$ cat src/logic/urx_regs.svh
// Register offsets, field positions and reset values of the receive FIFO and loop block
// Operation
// RULE1: Shift register feeds three-deep holding FIFO
// RULE2: Entries hold data, parity, framing, break
// RULE3: Character-available flag set while FIFO non-empty
// RULE4: Buffer read returns oldest entry, then pops
// RULE5: FIFO-full flag while three entries held
// RULE6: Option picks available or full as source
// RULE7: Mode bit picks character or block errors
// RULE8: Character mode shows head entry flags only
// RULE9: Block mode ORs head flags until reset-error
// RULE10: Status read never changes FIFO contents
// RULE11: Software reads status before receive buffer
// RULE12: Full FIFO keeps new character in shifter
// RULE13: Start while full and held sets overrun
// RULE14: Flow mode drops request-to-send when full; code drops it only on a valid start while the FIFO is full
// RULE15: FIFO stays readable after receiver disable
// RULE16: Receiver reset clears FIFO, flags, outputs
// RULE17: Loop mode change takes effect immediately
// RULE18: Echo retransmits received bits, blocks transmitter
// RULE19: Echo still checks and delivers characters
// RULE20: Local loop feeds transmitter into receiver
// RULE21: Remote loop echoes, delivers nothing, no errors
// RULE22: Ready pin is inverse of interrupt bit
// RULE23: Two-bit channel mode selects serial routing
`ifndef URX_REGS_SVH
`define URX_REGS_SVH

`define URX_OFF_MODE      8'h00
`define URX_OFF_CMD       8'h04
`define URX_OFF_STATUS    8'h08
`define URX_OFF_RXBUF     8'h0c
`define URX_OFF_IRQ       8'h10
`define URX_OFF_BAUD      8'h14

`define URX_MODE_ERR_BLK  0
`define URX_MODE_IRQ_FULL 1
`define URX_MODE_RTS_CTL  2
`define URX_MODE_CHAN_LO  3
`define URX_MODE_PAR_EN   5
`define URX_MODE_PAR_ODD  6

`define URX_CMD_RX_EN     0
`define URX_CMD_RX_DIS    1
`define URX_CMD_RX_RST    2
`define URX_CMD_ERR_RST   3

`define URX_IRQ_RX_BIT    1

`define URX_MODE_RESET    7'h00
`define URX_BAUD_RESET    16'h000c
`define URX_FIFO_DEPTH    3
`define URX_OVERSAMPLE    5'h10
`define URX_HALF_BIT      5'h08
`define URX_DATA_BITS     4'h8

`define URX_RESP_OKAY     2'h0
`define URX_RESP_DECERR   2'h3

`endif

$ cat src/logic/urx_pkg.sv
// Types shared by the receive FIFO and loop block
package urx_pkg;

    typedef struct packed {
        logic [7:0] data;
        logic       par_err;
        logic       frm_err;
        logic       brk;
    } urx_entry_t;

    typedef enum logic [1:0] {
        CHAN_NORMAL = 2'h0,
        CHAN_ECHO   = 2'h1,
        CHAN_LOCAL  = 2'h2,
        CHAN_REMOTE = 2'h3
    } urx_chan_t;

    typedef enum logic [5:0] {
        RX_IDLE  = 6'h01,
        RX_START = 6'h02,
        RX_DATA  = 6'h04,
        RX_PAR   = 6'h08,
        RX_STOP  = 6'h10,
        RX_BRK   = 6'h20
    } urx_state_t;

endpackage : urx_pkg

$ cat src/logic/urx_core.sv
// Receive path with three-deep FIFO, error reporting, flow control and loop routing
//
// The AXI4-Lite slave port and the register addresses were left to the implementer.
`timescale 1ns/1ps
`include "urx_regs.svh"
module urx_core
    import urx_pkg::*;
#(
    parameter int DEPTH = `URX_FIFO_DEPTH
) (
    input  wire logic        aclk,
    input  wire logic        aresetn,
    input  wire logic [7:0]  s_axi_awaddr,
    input  wire logic        s_axi_awvalid,
    output      logic        s_axi_awready,
    input  wire logic [31:0] s_axi_wdata,
    input  wire logic [3:0]  s_axi_wstrb,
    input  wire logic        s_axi_wvalid,
    output      logic        s_axi_wready,
    output      logic [1:0]  s_axi_bresp,
    output      logic        s_axi_bvalid,
    input  wire logic        s_axi_bready,
    input  wire logic [7:0]  s_axi_araddr,
    input  wire logic        s_axi_arvalid,
    output      logic        s_axi_arready,
    output      logic [31:0] s_axi_rdata,
    output      logic [1:0]  s_axi_rresp,
    output      logic        s_axi_rvalid,
    input  wire logic        s_axi_rready,
    input  wire logic        serial_in,
    output      logic        serial_out,
    input  wire logic        tx_line,
    input  wire logic        tx_empty_in,
    input  wire logic        tx_room_in,
    output      logic        tx_empty_flag,
    output      logic        tx_room_flag,
    output      logic        tx_wr_block,
    output      logic        req_to_send_n,
    output      logic        rx_ready_pin_n
);

    // Serial input synchroniser, first stage read only by the second
    logic sin_meta_ff;
    logic sin_ff;
    always_ff @(posedge aclk) begin
        if (!aresetn) begin
            sin_meta_ff <= 1'b1;
            sin_ff      <= 1'b1;
        end else begin
            sin_meta_ff <= serial_in;
            sin_ff      <= sin_meta_ff;
        end
    end

    // Control registers
    logic [6:0]  mode_reg_first_ff;
    logic [15:0] baud_ff;
    logic        rx_en_ff;

    wire       err_blk   = mode_reg_first_ff[`URX_MODE_ERR_BLK];
    wire       irq_full  = mode_reg_first_ff[`URX_MODE_IRQ_FULL];
    wire       rts_ctl   = mode_reg_first_ff[`URX_MODE_RTS_CTL];
    wire       par_en    = mode_reg_first_ff[`URX_MODE_PAR_EN];
    wire       par_odd   = mode_reg_first_ff[`URX_MODE_PAR_ODD];
    wire urx_chan_t chan = urx_chan_t'(mode_reg_first_ff[`URX_MODE_CHAN_LO +: 2]);

    // Routing is wiring off the mode bits, so a change acts at once; serial_out follows one flop later [RULE17] [RULE23]
    wire is_echo   = (chan == CHAN_ECHO);
    wire is_local  = (chan == CHAN_LOCAL);
    wire is_remote = (chan == CHAN_REMOTE);
    wire rx_line   = is_local ? tx_line : sin_ff;                        // [RULE20]
    wire nxt_sout  = is_local ? 1'b1 : ((is_echo || is_remote) ? sin_ff : tx_line); // [RULE18] [RULE20] [RULE21]

    logic sout_ff;
    always_ff @(posedge aclk) begin
        if (!aresetn) sout_ff <= 1'b1;
        else          sout_ff <= nxt_sout;
    end
    assign serial_out    = sout_ff;
    // Transmitter is cut off from the host while it echoes [RULE18] [RULE21]
    assign tx_wr_block   = is_echo || is_remote;
    assign tx_empty_flag = tx_empty_in && !tx_wr_block;
    assign tx_room_flag  = tx_room_in && !tx_wr_block;

    // AXI4-Lite write side
    logic        aw_got_ff;
    logic        w_got_ff;
    logic [7:0]  awaddr_ff;
    logic [31:0] wdata_ff;
    logic        bvalid_ff;
    logic [1:0]  bresp_ff;
    logic        wstrb0_ff;

    assign s_axi_awready = !aw_got_ff && !bvalid_ff;
    assign s_axi_wready  = !w_got_ff && !bvalid_ff;
    wire aw_hs = s_axi_awvalid && s_axi_awready;
    wire w_hs  = s_axi_wvalid && s_axi_wready;
    wire aw_ok = aw_got_ff || aw_hs;
    wire w_ok  = w_got_ff || w_hs;
    wire wr_go = aw_ok && w_ok && !bvalid_ff;
    wire [7:0]  wr_addr = aw_got_ff ? awaddr_ff : s_axi_awaddr;
    wire [31:0] wr_data = w_got_ff ? wdata_ff : s_axi_wdata;
    wire        wr_lane0 = w_got_ff ? wstrb0_ff : s_axi_wstrb[0];
    wire wr_mode = wr_go && wr_lane0 && (wr_addr == `URX_OFF_MODE);
    wire wr_cmd  = wr_go && wr_lane0 && (wr_addr == `URX_OFF_CMD);
    wire wr_baud = wr_go && (wr_addr == `URX_OFF_BAUD);
    wire wr_map  = (wr_addr == `URX_OFF_MODE) || (wr_addr == `URX_OFF_CMD) ||
                   (wr_addr == `URX_OFF_STATUS) || (wr_addr == `URX_OFF_RXBUF) ||
                   (wr_addr == `URX_OFF_IRQ) || (wr_addr == `URX_OFF_BAUD);

    // A strobe-less data word is held, so wstrb lane 0 is latched as a qualified copy
    always_ff @(posedge aclk) begin
        if (!aresetn) begin
            aw_got_ff <= 1'b0;
            w_got_ff  <= 1'b0;
            awaddr_ff <= 8'h00;
            wdata_ff  <= 32'h0000_0000;
            wstrb0_ff <= 1'b0;
            bvalid_ff <= 1'b0;
            bresp_ff  <= `URX_RESP_OKAY;
        end else begin
            if (aw_hs && !wr_go) aw_got_ff <= 1'b1;
            else if (wr_go)      aw_got_ff <= 1'b0;
            if (w_hs && !wr_go)  w_got_ff <= 1'b1;
            else if (wr_go)      w_got_ff <= 1'b0;
            if (aw_hs) awaddr_ff <= s_axi_awaddr;
            if (w_hs) begin
                wdata_ff  <= s_axi_wdata & {{24{1'b0}}, {8{s_axi_wstrb[0]}}} |
                             s_axi_wdata & {{16{1'b0}}, {8{s_axi_wstrb[1]}}, 8'h00};
                wstrb0_ff <= s_axi_wstrb[0];
            end
            if (wr_go) begin
                bvalid_ff <= 1'b1;
                bresp_ff  <= wr_map ? `URX_RESP_OKAY : `URX_RESP_DECERR;
            end else if (s_axi_bready) begin
                bvalid_ff <= 1'b0;
            end
        end
    end
    assign s_axi_bvalid = bvalid_ff;
    assign s_axi_bresp  = bresp_ff;

    wire cmd_rx_en  = wr_cmd && wr_data[`URX_CMD_RX_EN];
    wire cmd_rx_dis = wr_cmd && wr_data[`URX_CMD_RX_DIS];
    wire cmd_rx_rst = wr_cmd && wr_data[`URX_CMD_RX_RST];
    wire cmd_err_rst = wr_cmd && wr_data[`URX_CMD_ERR_RST];

    always_ff @(posedge aclk) begin
        if (!aresetn) begin
            mode_reg_first_ff <= `URX_MODE_RESET;
            baud_ff           <= `URX_BAUD_RESET;
            rx_en_ff          <= 1'b0;
        end else begin
            if (wr_mode) mode_reg_first_ff <= wr_data[6:0];
            if (wr_baud) baud_ff <= wr_data[15:0];
            // Reset beats enable in one write; receiver then stays off [RULE16]
            if (cmd_rx_rst || cmd_rx_dis) rx_en_ff <= 1'b0;
            else if (cmd_rx_en)           rx_en_ff <= 1'b1;
        end
    end

    // Oversampling tick, sixteen per bit time
    logic [15:0] div_ff;
    wire tick = (div_ff == 16'h0000);
    always_ff @(posedge aclk) begin
        if (!aresetn)  div_ff <= 16'h0000;
        else if (tick) div_ff <= baud_ff;
        else           div_ff <= div_ff - 16'h0001;
    end

    // FIFO of holding registers and the shift-register hold stage [RULE1] [RULE2]
    urx_entry_t fifo_ff [DEPTH];
    logic [1:0] count_ff;
    urx_entry_t hold_ff;
    logic       hold_vld_ff;

    wire fifo_full  = (count_ff == 2'(DEPTH));                           // [RULE5]
    wire fifo_avail = (count_ff != 2'h0);                                // [RULE3]

    // Receiver state machine
    urx_state_t st_ff;
    logic [4:0] smp_ff;
    logic [3:0] bit_ff;
    logic [7:0] shreg_ff;
    logic       parbit_ff;
    logic       ovr_ff;
    logic       rts_neg_ff;

    wire half_done = tick && (smp_ff == `URX_HALF_BIT - 5'h01);
    wire bit_done  = tick && (smp_ff == `URX_OVERSAMPLE - 5'h01);
    wire valid_start = (st_ff == RX_START) && half_done && !rx_line;
    wire last_data   = (bit_ff == `URX_DATA_BITS - 4'h1);
    wire char_done   = (st_ff == RX_STOP) && bit_done;
    wire par_calc    = ^shreg_ff ^ parbit_ff ^ par_odd;
    wire brk_seen    = (shreg_ff == 8'h00) && !parbit_ff && !rx_line;
    // Remote loop keeps the receiver off the FIFO and out of the error flags [RULE21]
    wire deliver     = char_done && !is_remote;
    // Start while full with a held character drops the held one [RULE13]
    wire overrun     = valid_start && fifo_full && hold_vld_ff && !is_remote;

    always_ff @(posedge aclk) begin
        if (!aresetn || cmd_rx_rst) begin
            st_ff     <= RX_IDLE;
            smp_ff    <= 5'h00;
            bit_ff    <= 4'h0;
            shreg_ff  <= 8'h00;
            parbit_ff <= 1'b0;
        end else begin
            if (tick) smp_ff <= smp_ff + 5'h01;
            unique case (st_ff)
                RX_IDLE: begin
                    smp_ff <= 5'h00;
                    if (rx_en_ff && !rx_line) st_ff <= RX_START;
                end
                RX_START: begin
                    if (half_done) begin
                        smp_ff    <= 5'h00;
                        bit_ff    <= 4'h0;
                        parbit_ff <= 1'b0;
                        st_ff     <= rx_line ? RX_IDLE : RX_DATA;
                    end
                end
                RX_DATA: begin
                    if (bit_done) begin
                        shreg_ff <= {rx_line, shreg_ff[7:1]};
                        bit_ff   <= bit_ff + 4'h1;
                        smp_ff   <= 5'h00;
                        if (last_data) st_ff <= par_en && !is_remote ? RX_PAR : RX_STOP;
                    end
                end
                RX_PAR: begin
                    if (bit_done) begin
                        parbit_ff <= rx_line;
                        smp_ff    <= 5'h00;
                        st_ff     <= RX_STOP;
                    end
                end
                RX_STOP: begin
                    if (bit_done) begin
                        smp_ff <= 5'h00;
                        st_ff  <= brk_seen ? RX_BRK : RX_IDLE;
                    end
                end
                RX_BRK: begin
                    // Line must go back to mark before the next start is hunted
                    if (rx_line) st_ff <= RX_IDLE;
                end
            endcase
        end
    end

    // Read side of the bus; only a receive-buffer read pops [RULE4] [RULE10]
    logic        rvalid_ff;
    logic [31:0] rdata_ff;
    logic [1:0]  rresp_ff;
    assign s_axi_arready = !rvalid_ff;
    wire ar_hs  = s_axi_arvalid && s_axi_arready;
    wire rd_buf = ar_hs && (s_axi_araddr == `URX_OFF_RXBUF);
    wire pop    = rd_buf && fifo_avail;

    // New head arrives on a push into an empty FIFO or a pop that leaves entries
    wire push   = hold_vld_ff && (!fifo_full || pop);                    // [RULE12]
    wire [1:0] cnt_after_pop = pop ? count_ff - 2'h1 : count_ff;
    wire head_new = (pop && count_ff > 2'h1) || (push && cnt_after_pop == 2'h0);
    wire urx_entry_t head_in = (pop && count_ff > 2'h1) ? fifo_ff[1] : hold_ff;

    always_ff @(posedge aclk) begin
        if (!aresetn || cmd_rx_rst) begin                                // [RULE16]
            count_ff    <= 2'h0;
            hold_vld_ff <= 1'b0;
            hold_ff     <= '0;
            for (int i = 0; i < DEPTH; i++) fifo_ff[i] <= '0;
        end else begin
            if (pop) begin
                for (int i = 0; i < DEPTH - 1; i++) fifo_ff[i] <= fifo_ff[i + 1];
            end
            if (push) fifo_ff[cnt_after_pop] <= hold_ff;
            count_ff <= cnt_after_pop + (push ? 2'h1 : 2'h0);
            if (deliver) begin
                hold_vld_ff <= 1'b1;
                hold_ff     <= '{data: shreg_ff, par_err: par_en && par_calc && !is_remote,
                                 frm_err: !rx_line, brk: brk_seen};      // [RULE2] [RULE19]
            end else if (push || overrun) begin
                hold_vld_ff <= 1'b0;                                     // [RULE13]
            end
        end
    end

    // Sticky block-mode flags and overrun; set wins over reset-error [RULE9]
    logic blk_par_ff;
    logic blk_frm_ff;
    logic blk_brk_ff;
    always_ff @(posedge aclk) begin
        if (!aresetn || cmd_rx_rst) begin
            blk_par_ff <= 1'b0;
            blk_frm_ff <= 1'b0;
            blk_brk_ff <= 1'b0;
            ovr_ff     <= 1'b0;
        end else begin
            blk_par_ff <= (blk_par_ff && !cmd_err_rst) || (head_new && head_in.par_err);
            blk_frm_ff <= (blk_frm_ff && !cmd_err_rst) || (head_new && head_in.frm_err);
            blk_brk_ff <= (blk_brk_ff && !cmd_err_rst) || (head_new && head_in.brk);
            ovr_ff     <= (ovr_ff && !cmd_err_rst) || overrun;           // [RULE13]
        end
    end

    // Flow control: negate on valid start while full, reassert once a slot frees [RULE14]
    always_ff @(posedge aclk) begin
        if (!aresetn || cmd_rx_rst)           rts_neg_ff <= 1'b0;
        else if (!rts_ctl)                    rts_neg_ff <= 1'b0;
        else if (valid_start && fifo_full)    rts_neg_ff <= 1'b1;
        else if (!fifo_full)                  rts_neg_ff <= 1'b0;
    end
    assign req_to_send_n = rts_neg_ff;

    // Character mode shows head entry only; block mode the sticky OR [RULE7] [RULE8] [RULE9]
    wire head_ok  = fifo_avail;
    wire st_par   = err_blk ? blk_par_ff : (head_ok && fifo_ff[0].par_err);
    wire st_frm   = err_blk ? blk_frm_ff : (head_ok && fifo_ff[0].frm_err);
    wire st_brk   = err_blk ? blk_brk_ff : (head_ok && fifo_ff[0].brk);
    wire [7:0] chan_status_reg = {st_brk, st_frm, st_par, ovr_ff, tx_empty_flag,
                                  tx_room_flag, fifo_full, fifo_avail};
    // Interrupt source selects available or full [RULE6]
    wire rx_irq = irq_full ? fifo_full : fifo_avail;
    wire [7:0] irq_status_reg = {6'h00, rx_irq, 1'b0};
    // Ready pin tracks the interrupt bit through a flop [RULE22]
    logic rdy_n_ff;
    always_ff @(posedge aclk) begin
        if (!aresetn) rdy_n_ff <= 1'b1;
        else          rdy_n_ff <= !irq_status_reg[`URX_IRQ_RX_BIT];
    end
    assign rx_ready_pin_n = rdy_n_ff;

    // Buffer read stays allowed with the receiver disabled [RULE15]
    wire [31:0] rd_mux =
        (s_axi_araddr == `URX_OFF_MODE)   ? {25'h0, mode_reg_first_ff} :
        (s_axi_araddr == `URX_OFF_CMD)    ? {31'h0, rx_en_ff} :
        (s_axi_araddr == `URX_OFF_STATUS) ? {24'h0, chan_status_reg} :
        (s_axi_araddr == `URX_OFF_RXBUF)  ? {24'h0, fifo_avail ? fifo_ff[0].data : 8'h00} :
        (s_axi_araddr == `URX_OFF_IRQ)    ? {24'h0, irq_status_reg} :
        (s_axi_araddr == `URX_OFF_BAUD)   ? {16'h0, baud_ff} : 32'h0000_0000;
    wire rd_map = (s_axi_araddr == `URX_OFF_MODE) || (s_axi_araddr == `URX_OFF_CMD) ||
                  (s_axi_araddr == `URX_OFF_STATUS) || (s_axi_araddr == `URX_OFF_RXBUF) ||
                  (s_axi_araddr == `URX_OFF_IRQ) || (s_axi_araddr == `URX_OFF_BAUD);

    always_ff @(posedge aclk) begin
        if (!aresetn) begin
            rvalid_ff <= 1'b0;
            rdata_ff  <= 32'h0000_0000;
            rresp_ff  <= `URX_RESP_OKAY;
        end else if (ar_hs) begin
            rvalid_ff <= 1'b1;
            rdata_ff  <= rd_mux;
            rresp_ff  <= rd_map ? `URX_RESP_OKAY : `URX_RESP_DECERR;
        end else if (s_axi_rready) begin
            rvalid_ff <= 1'b0;
        end
    end
    assign s_axi_rvalid = rvalid_ff;
    assign s_axi_rdata  = rdata_ff;
    assign s_axi_rresp  = rresp_ff;

endmodule : urx_core

$ cat config.mk
export PLATFORM = sky130hd
export DESIGN_NAME = urx_core
export DESIGN_NICKNAME = d
export VERILOG_FILES = /design/src/logic/urx_pkg.sv /design/src/logic/urx_core.sv
export VERILOG_INCLUDE_DIRS = /design/src /design/src/logic
export SDC_FILE = /design/constraint.sdc
export NUM_CORES = 1
export LEC_CHECK = 0
export BUFFER_PORTS_ARGS = -buffer_cell sky130_fd_sc_hd__buf_2
export CAP_MARGIN = 20
export CORE_MARGIN = 8
export CORE_UTILIZATION = 52
export CTS_CLUSTER_DIAMETER = 150
export CTS_CLUSTER_SIZE = 8
export DETAILED_ROUTE_END_ITERATION = 10
export PLACE_DENSITY = 0.73
export SLEW_MARGIN = 5
export SYNTH_ARGS = -nofsm -noshare
export SYNTH_HDL_FRONTEND = slang
export SYNTH_SLANG_ARGS = --single-unit
$ cat constraint.sdc
create_clock -name aclk -period 2.7 [get_ports aclk]
set_clock_uncertainty 0.1 [all_clocks]
set_input_delay 0.54 -clock aclk [delete_from_list [all_inputs] [get_ports aclk]]
set_output_delay 0.54 -clock aclk [all_outputs]
set_load 0.005 [all_outputs]
==> impl_metrics.prom <==
# TYPE chip_impl_metric gauge
chip_impl_metric{name="worst-slew-pin-transition",unit="ns"} 0.720
chip_impl_metric{name="post-route-util",unit="%"} 60.1
chip_impl_info{name="clock_tree.root_cell",value="clkbuf_16"} 1
chip_impl_metric{name="routedLengthMet1",unit="um"} 9570
chip_impl_metric{name="setup_viol",unit=""} 0
chip_impl_metric{name="fp.dieArea",unit="mm^2"} 0.0202
chip_impl_info{name="rsz0062_at_grt",value="no"} 1
chip_impl_metric{name="met2_wirelength",unit="um"} 9480
chip_impl_metric{name="core",unit="mm^2"} 0.0157
chip_impl_metric{name="dr_total_vias",unit=""} 6734
chip_impl_metric{name="timing_hold_violations_final",unit=""} 0
chip_impl_metric{name="synth_warnings",unit=""} 0
chip_impl_metric{name="iter_0_drt_violations",unit=""} 479
chip_impl_metric{name="first_global_vias",unit=""} 6310
chip_impl_metric{name="grt_start_max_net_pins",unit=""} 62
chip_impl_metric{name="max-slew-margin-rel",unit="%"} 51.8
chip_impl_metric{name="fmax",unit="MHz"} 396
chip_impl_metric{name="yosysUniqueCellTypes",unit=""} 80
chip_impl_metric{name="gp_congestion",unit=""} 0.870
chip_impl_info{name="critical-path-slowest-cell",value="nor3_2"} 1
chip_impl_metric{name="num_io_pins",unit=""} 110
chip_impl_metric{name="wl_per_cell",unit="um"} 17.4
chip_impl_metric{name="cts.clk_slew.worst_paths",unit="ns"} 0.07
chip_impl_metric{name="critPathMaxFanout",unit=""} 11
chip_impl_metric{name="avgViaCountPerCell",unit=""} 5.70
chip_impl_metric{name="insertedDiodeCount",unit=""} 0
chip_impl_metric{name="synth_sequential_area_ratio",unit="%"} 44.3
chip_impl_metric{name="grt_pass1_wl",unit="um"} 32800
chip_impl_info{name="highest-signal-layer",value="met4"} 1
chip_impl_metric{name="io_buffer_count",unit=""} 75
chip_impl_metric{name="max-cap-violations",unit=""} 0
chip_impl_metric{name="detailed_place_hpwl",unit="um"} 14800
chip_impl_metric{name="dr.pass1.iters",unit=""} 5
chip_impl_metric{name="rows",unit=""} 46
chip_impl_metric{name="worstPathArrival",unit="ns"} 2.71
chip_impl_metric{name="ant_nets",unit=""} 0
chip_impl_metric{name="wirelength",unit="um"} 20500
chip_impl_metric{name="clkLatencyLatePin",unit="ns"} 0.43
chip_impl_info{name="end_kind",value="flop"} 1
chip_impl_metric{name="floorplan.die.height",unit="um"} 142
chip_impl_metric{name="power.leakage",unit="uW"} 0.00361
chip_impl_metric{name="post_cts_gate_resize_count",unit=""} 0
chip_impl_info{name="worstPathCellList",value="mux2i_1, o41ai_4, buf_4, nor3_2, a22o_1"} 1
chip_impl_metric{name="ctsHtreeMaxLevel",unit=""} 4
chip_impl_metric{name="p_per_area",unit="mW/mm^2"} 657
chip_impl_metric{name="post-route-period-util",unit="%"} 93.5
chip_impl_metric{name="synth_cells",unit=""} 876
chip_impl_info{name="criticalPathCategory",value="reg -> reg"} 1
chip_impl_metric{name="grt_util_all_layers",unit="%"} 20.2
chip_impl_metric{name="antenna_found_initial",unit=""} 0
chip_impl_metric{name="start_util",unit="%"} 52.7
chip_impl_info{name="hold_path_class",value="in -> reg"} 1
chip_impl_info{name="cts_tree",value="done"} 1
chip_impl_metric{name="die_boundary_width",unit="um"} 142
chip_impl_metric{name="numCtsBuffers",unit=""} 17
chip_impl_info{name="start_kind",value="flop"} 1
chip_impl_info{name="outcome",value="finished, final reports clean"} 1
chip_impl_metric{name="design.final.nets",unit=""} 1027
chip_impl_metric{name="met3RoutedLength",unit="um"} 1120
chip_impl_info{name="synth_flop_cell",value="dfxtp_1"} 1
chip_impl_metric{name="finalWorstPathRequiredPeriod",unit="ns"} 2.52
chip_impl_metric{name="totalNegativeSetupSlack",unit="ns"} 0
chip_impl_metric{name="crit_path_max_incr_delay",unit="ns"} 0.59
chip_impl_metric{name="final_max_slew_viol_count",unit=""} 0
chip_impl_metric{name="worst_ir_drop_vdd",unit="V"} 0.000494
chip_impl_metric{name="cts.path.max_buffers",unit=""} 2
chip_impl_metric{name="cts_sinks",unit=""} 167
chip_impl_metric{name="worstPathRequired",unit="ns"} 2.89
chip_impl_metric{name="post_cts.repair.setup_buffers",unit=""} 0
chip_impl_metric{name="grt_remaining_overflow",unit=""} 0
chip_impl_metric{name="layout-drive-gt1-share",unit="%"} 19.3
chip_impl_metric{name="synth_enable_flop_cells",unit=""} 33
chip_impl_metric{name="syn_area_per_cell",unit="um^2"} 9.46
chip_impl_metric{name="number_of_hold_repair_buffers_added_at_the_cts_stage",unit=""} 0
chip_impl_metric{name="synth-seq-cells",unit=""} 167
chip_impl_metric{name="remaining_drc_errors",unit=""} 0
chip_impl_metric{name="post_synthesis_instance_area",unit="mm^2"} 0.00828
chip_impl_metric{name="postSynth.asyncResetShare",unit="%"} 0
chip_impl_metric{name="layout-area-overhead-vs-synth",unit="%"} 13.9
Yosys cell counts, drive strengths merged, types with 30 or more instances:
cell type,instances,area (um^2)
a21oi,43,215
buf,43,285
clkbuf,30,113
dfxtp,134,2680
edfxtp,33,991
mux2i,48,484
nand2,62,233
nand3,30,163
nor2,97,364
o21ai,36,191
power breakdown:
part | internal (uW) | switching (uW)
Sequential | 2680 | 149
Clock | 1240 | 1040
Combinational | 456 | 642
path summary, 6_finish.rpt:
| path | startpoint | endpoint | slack, ns | cells past startpoint |
|---|---|---|---|---|
| min reg2reg | sin_meta_ff$_SDFF_PN1_ | sin_ff$_SDFF_PN1_ | 0.30 | 1 |
| max | w_got_ff$_SDFFE_PN0P_ | fifo_ff[1][3]$_DFFE_PP_ | 0.18 | 5 |
| max reg2reg | w_got_ff$_SDFFE_PN0P_ | fifo_ff[1][3]$_DFFE_PP_ | 0.18 | 5 |
| min | serial_in | sin_meta_ff$_SDFF_PN1_ | 0.25 | 2 |
sequential cells by signal, indices dropped and copies added (netlist names), 2 cells and up:
name / count
st_ff: 6
fifo_ff: 33
hold_ff: 11
wdata_ff: 16
smp_ff: 5
div_ff: 16
shreg_ff: 8
bit_ff: 4
baud_ff: 16
awaddr_ff: 8
s_axi_rdata: 16
count_ff: 2
mode_reg_first_ff: 7
metrics by stage:
stage	instance area, um^2	setup WS (ns)	hold slack, ns	instances	total power (uW)
after global placement	8890	0.00765	0.291	1149	3930
after CTS	9440	0.201	0.228	1181	6240
after global routing	9440	0.0608	0.224	1181	6470
final	9440	0.176	0.246	1181	6200
after detailed placement	8890	0.00529	0.297	1149	3970
after floorplan	8340	0.109	0.286	891	3660
cells in the final DEF (no fill, tap or decap), drive strengths merged, types with 5 or more instances in the layout:
| master | count |
|---|---|
| o21ai | 36 |
| and2 | 18 |
| clkbuf | 20 |
| xor2 | 6 |
| a211oi | 25 |
| clkinv | 5 |
| and3 | 15 |
| xnor2 | 12 |
| nand2b | 11 |
| nand4 | 11 |
| nand3 | 30 |
| nor4 | 16 |
| mux2i | 48 |
| buf | 115 |
| dfxtp | 134 |
| nand2 | 62 |
| edfxtp | 33 |
| nor3 | 26 |
| mux2 | 8 |
| a21oi | 43 |
| a31oi | 9 |
| nor2b | 12 |
| inv | 30 |
| ha | 12 |
| a22o | 26 |
| a221oi | 6 |
| conb | 16 |
| o41ai | 5 |
| a22oi | 10 |
| nor2 | 97 |
cell families (layout without fill, tap and decap cells):
logic type / after synthesis / count (layout) / synth area share [%]
buffers and inverters: 99 / 173 / 5.98
muxes: 56 / 56 / 6.93
DFF: 167 / 167 / 44.3
adders and majority gates: 12 / 12 / 1.81
and+or+nand+nor: 327 / 327 / 22.0
xor gates and xnor gates: 18 / 18 / 1.90
other: 1 / 16 / 0.0453
AOI/OAI and AO/OA: 196 / 196 / 17.0
routing by layer:
layer / track usage, % / up-vias
met2: 32.3 / 193
met5: 0 / -
met1: 26.0 / 3209
li1: - / 3307
met3: 4.56 / 25
met4: 7.35 / 0
area by class of cell:
type | count | area [um^2]
clock buffer | 20 | 457
clock inverter | 12 | 92.6
fill | 1376 | 6270
inverter | 26 | 97.6
multi-input combinational | 625 | 4170
sequential | 167 | 3670
tap | 216 | 270
timing repair buffer | 115 | 676
critical path: cells and delay by family, from the launching register on:
family,cells,cell delay [ns]
muxes,1,0.51
and+or+nand+nor,1,0.59
AOI/OAI and AO/OA,2,0.44
DFF,1,0.56
buffers and inverters,1,0.19
Note: power is estimated with default switching activity, not from simulation.
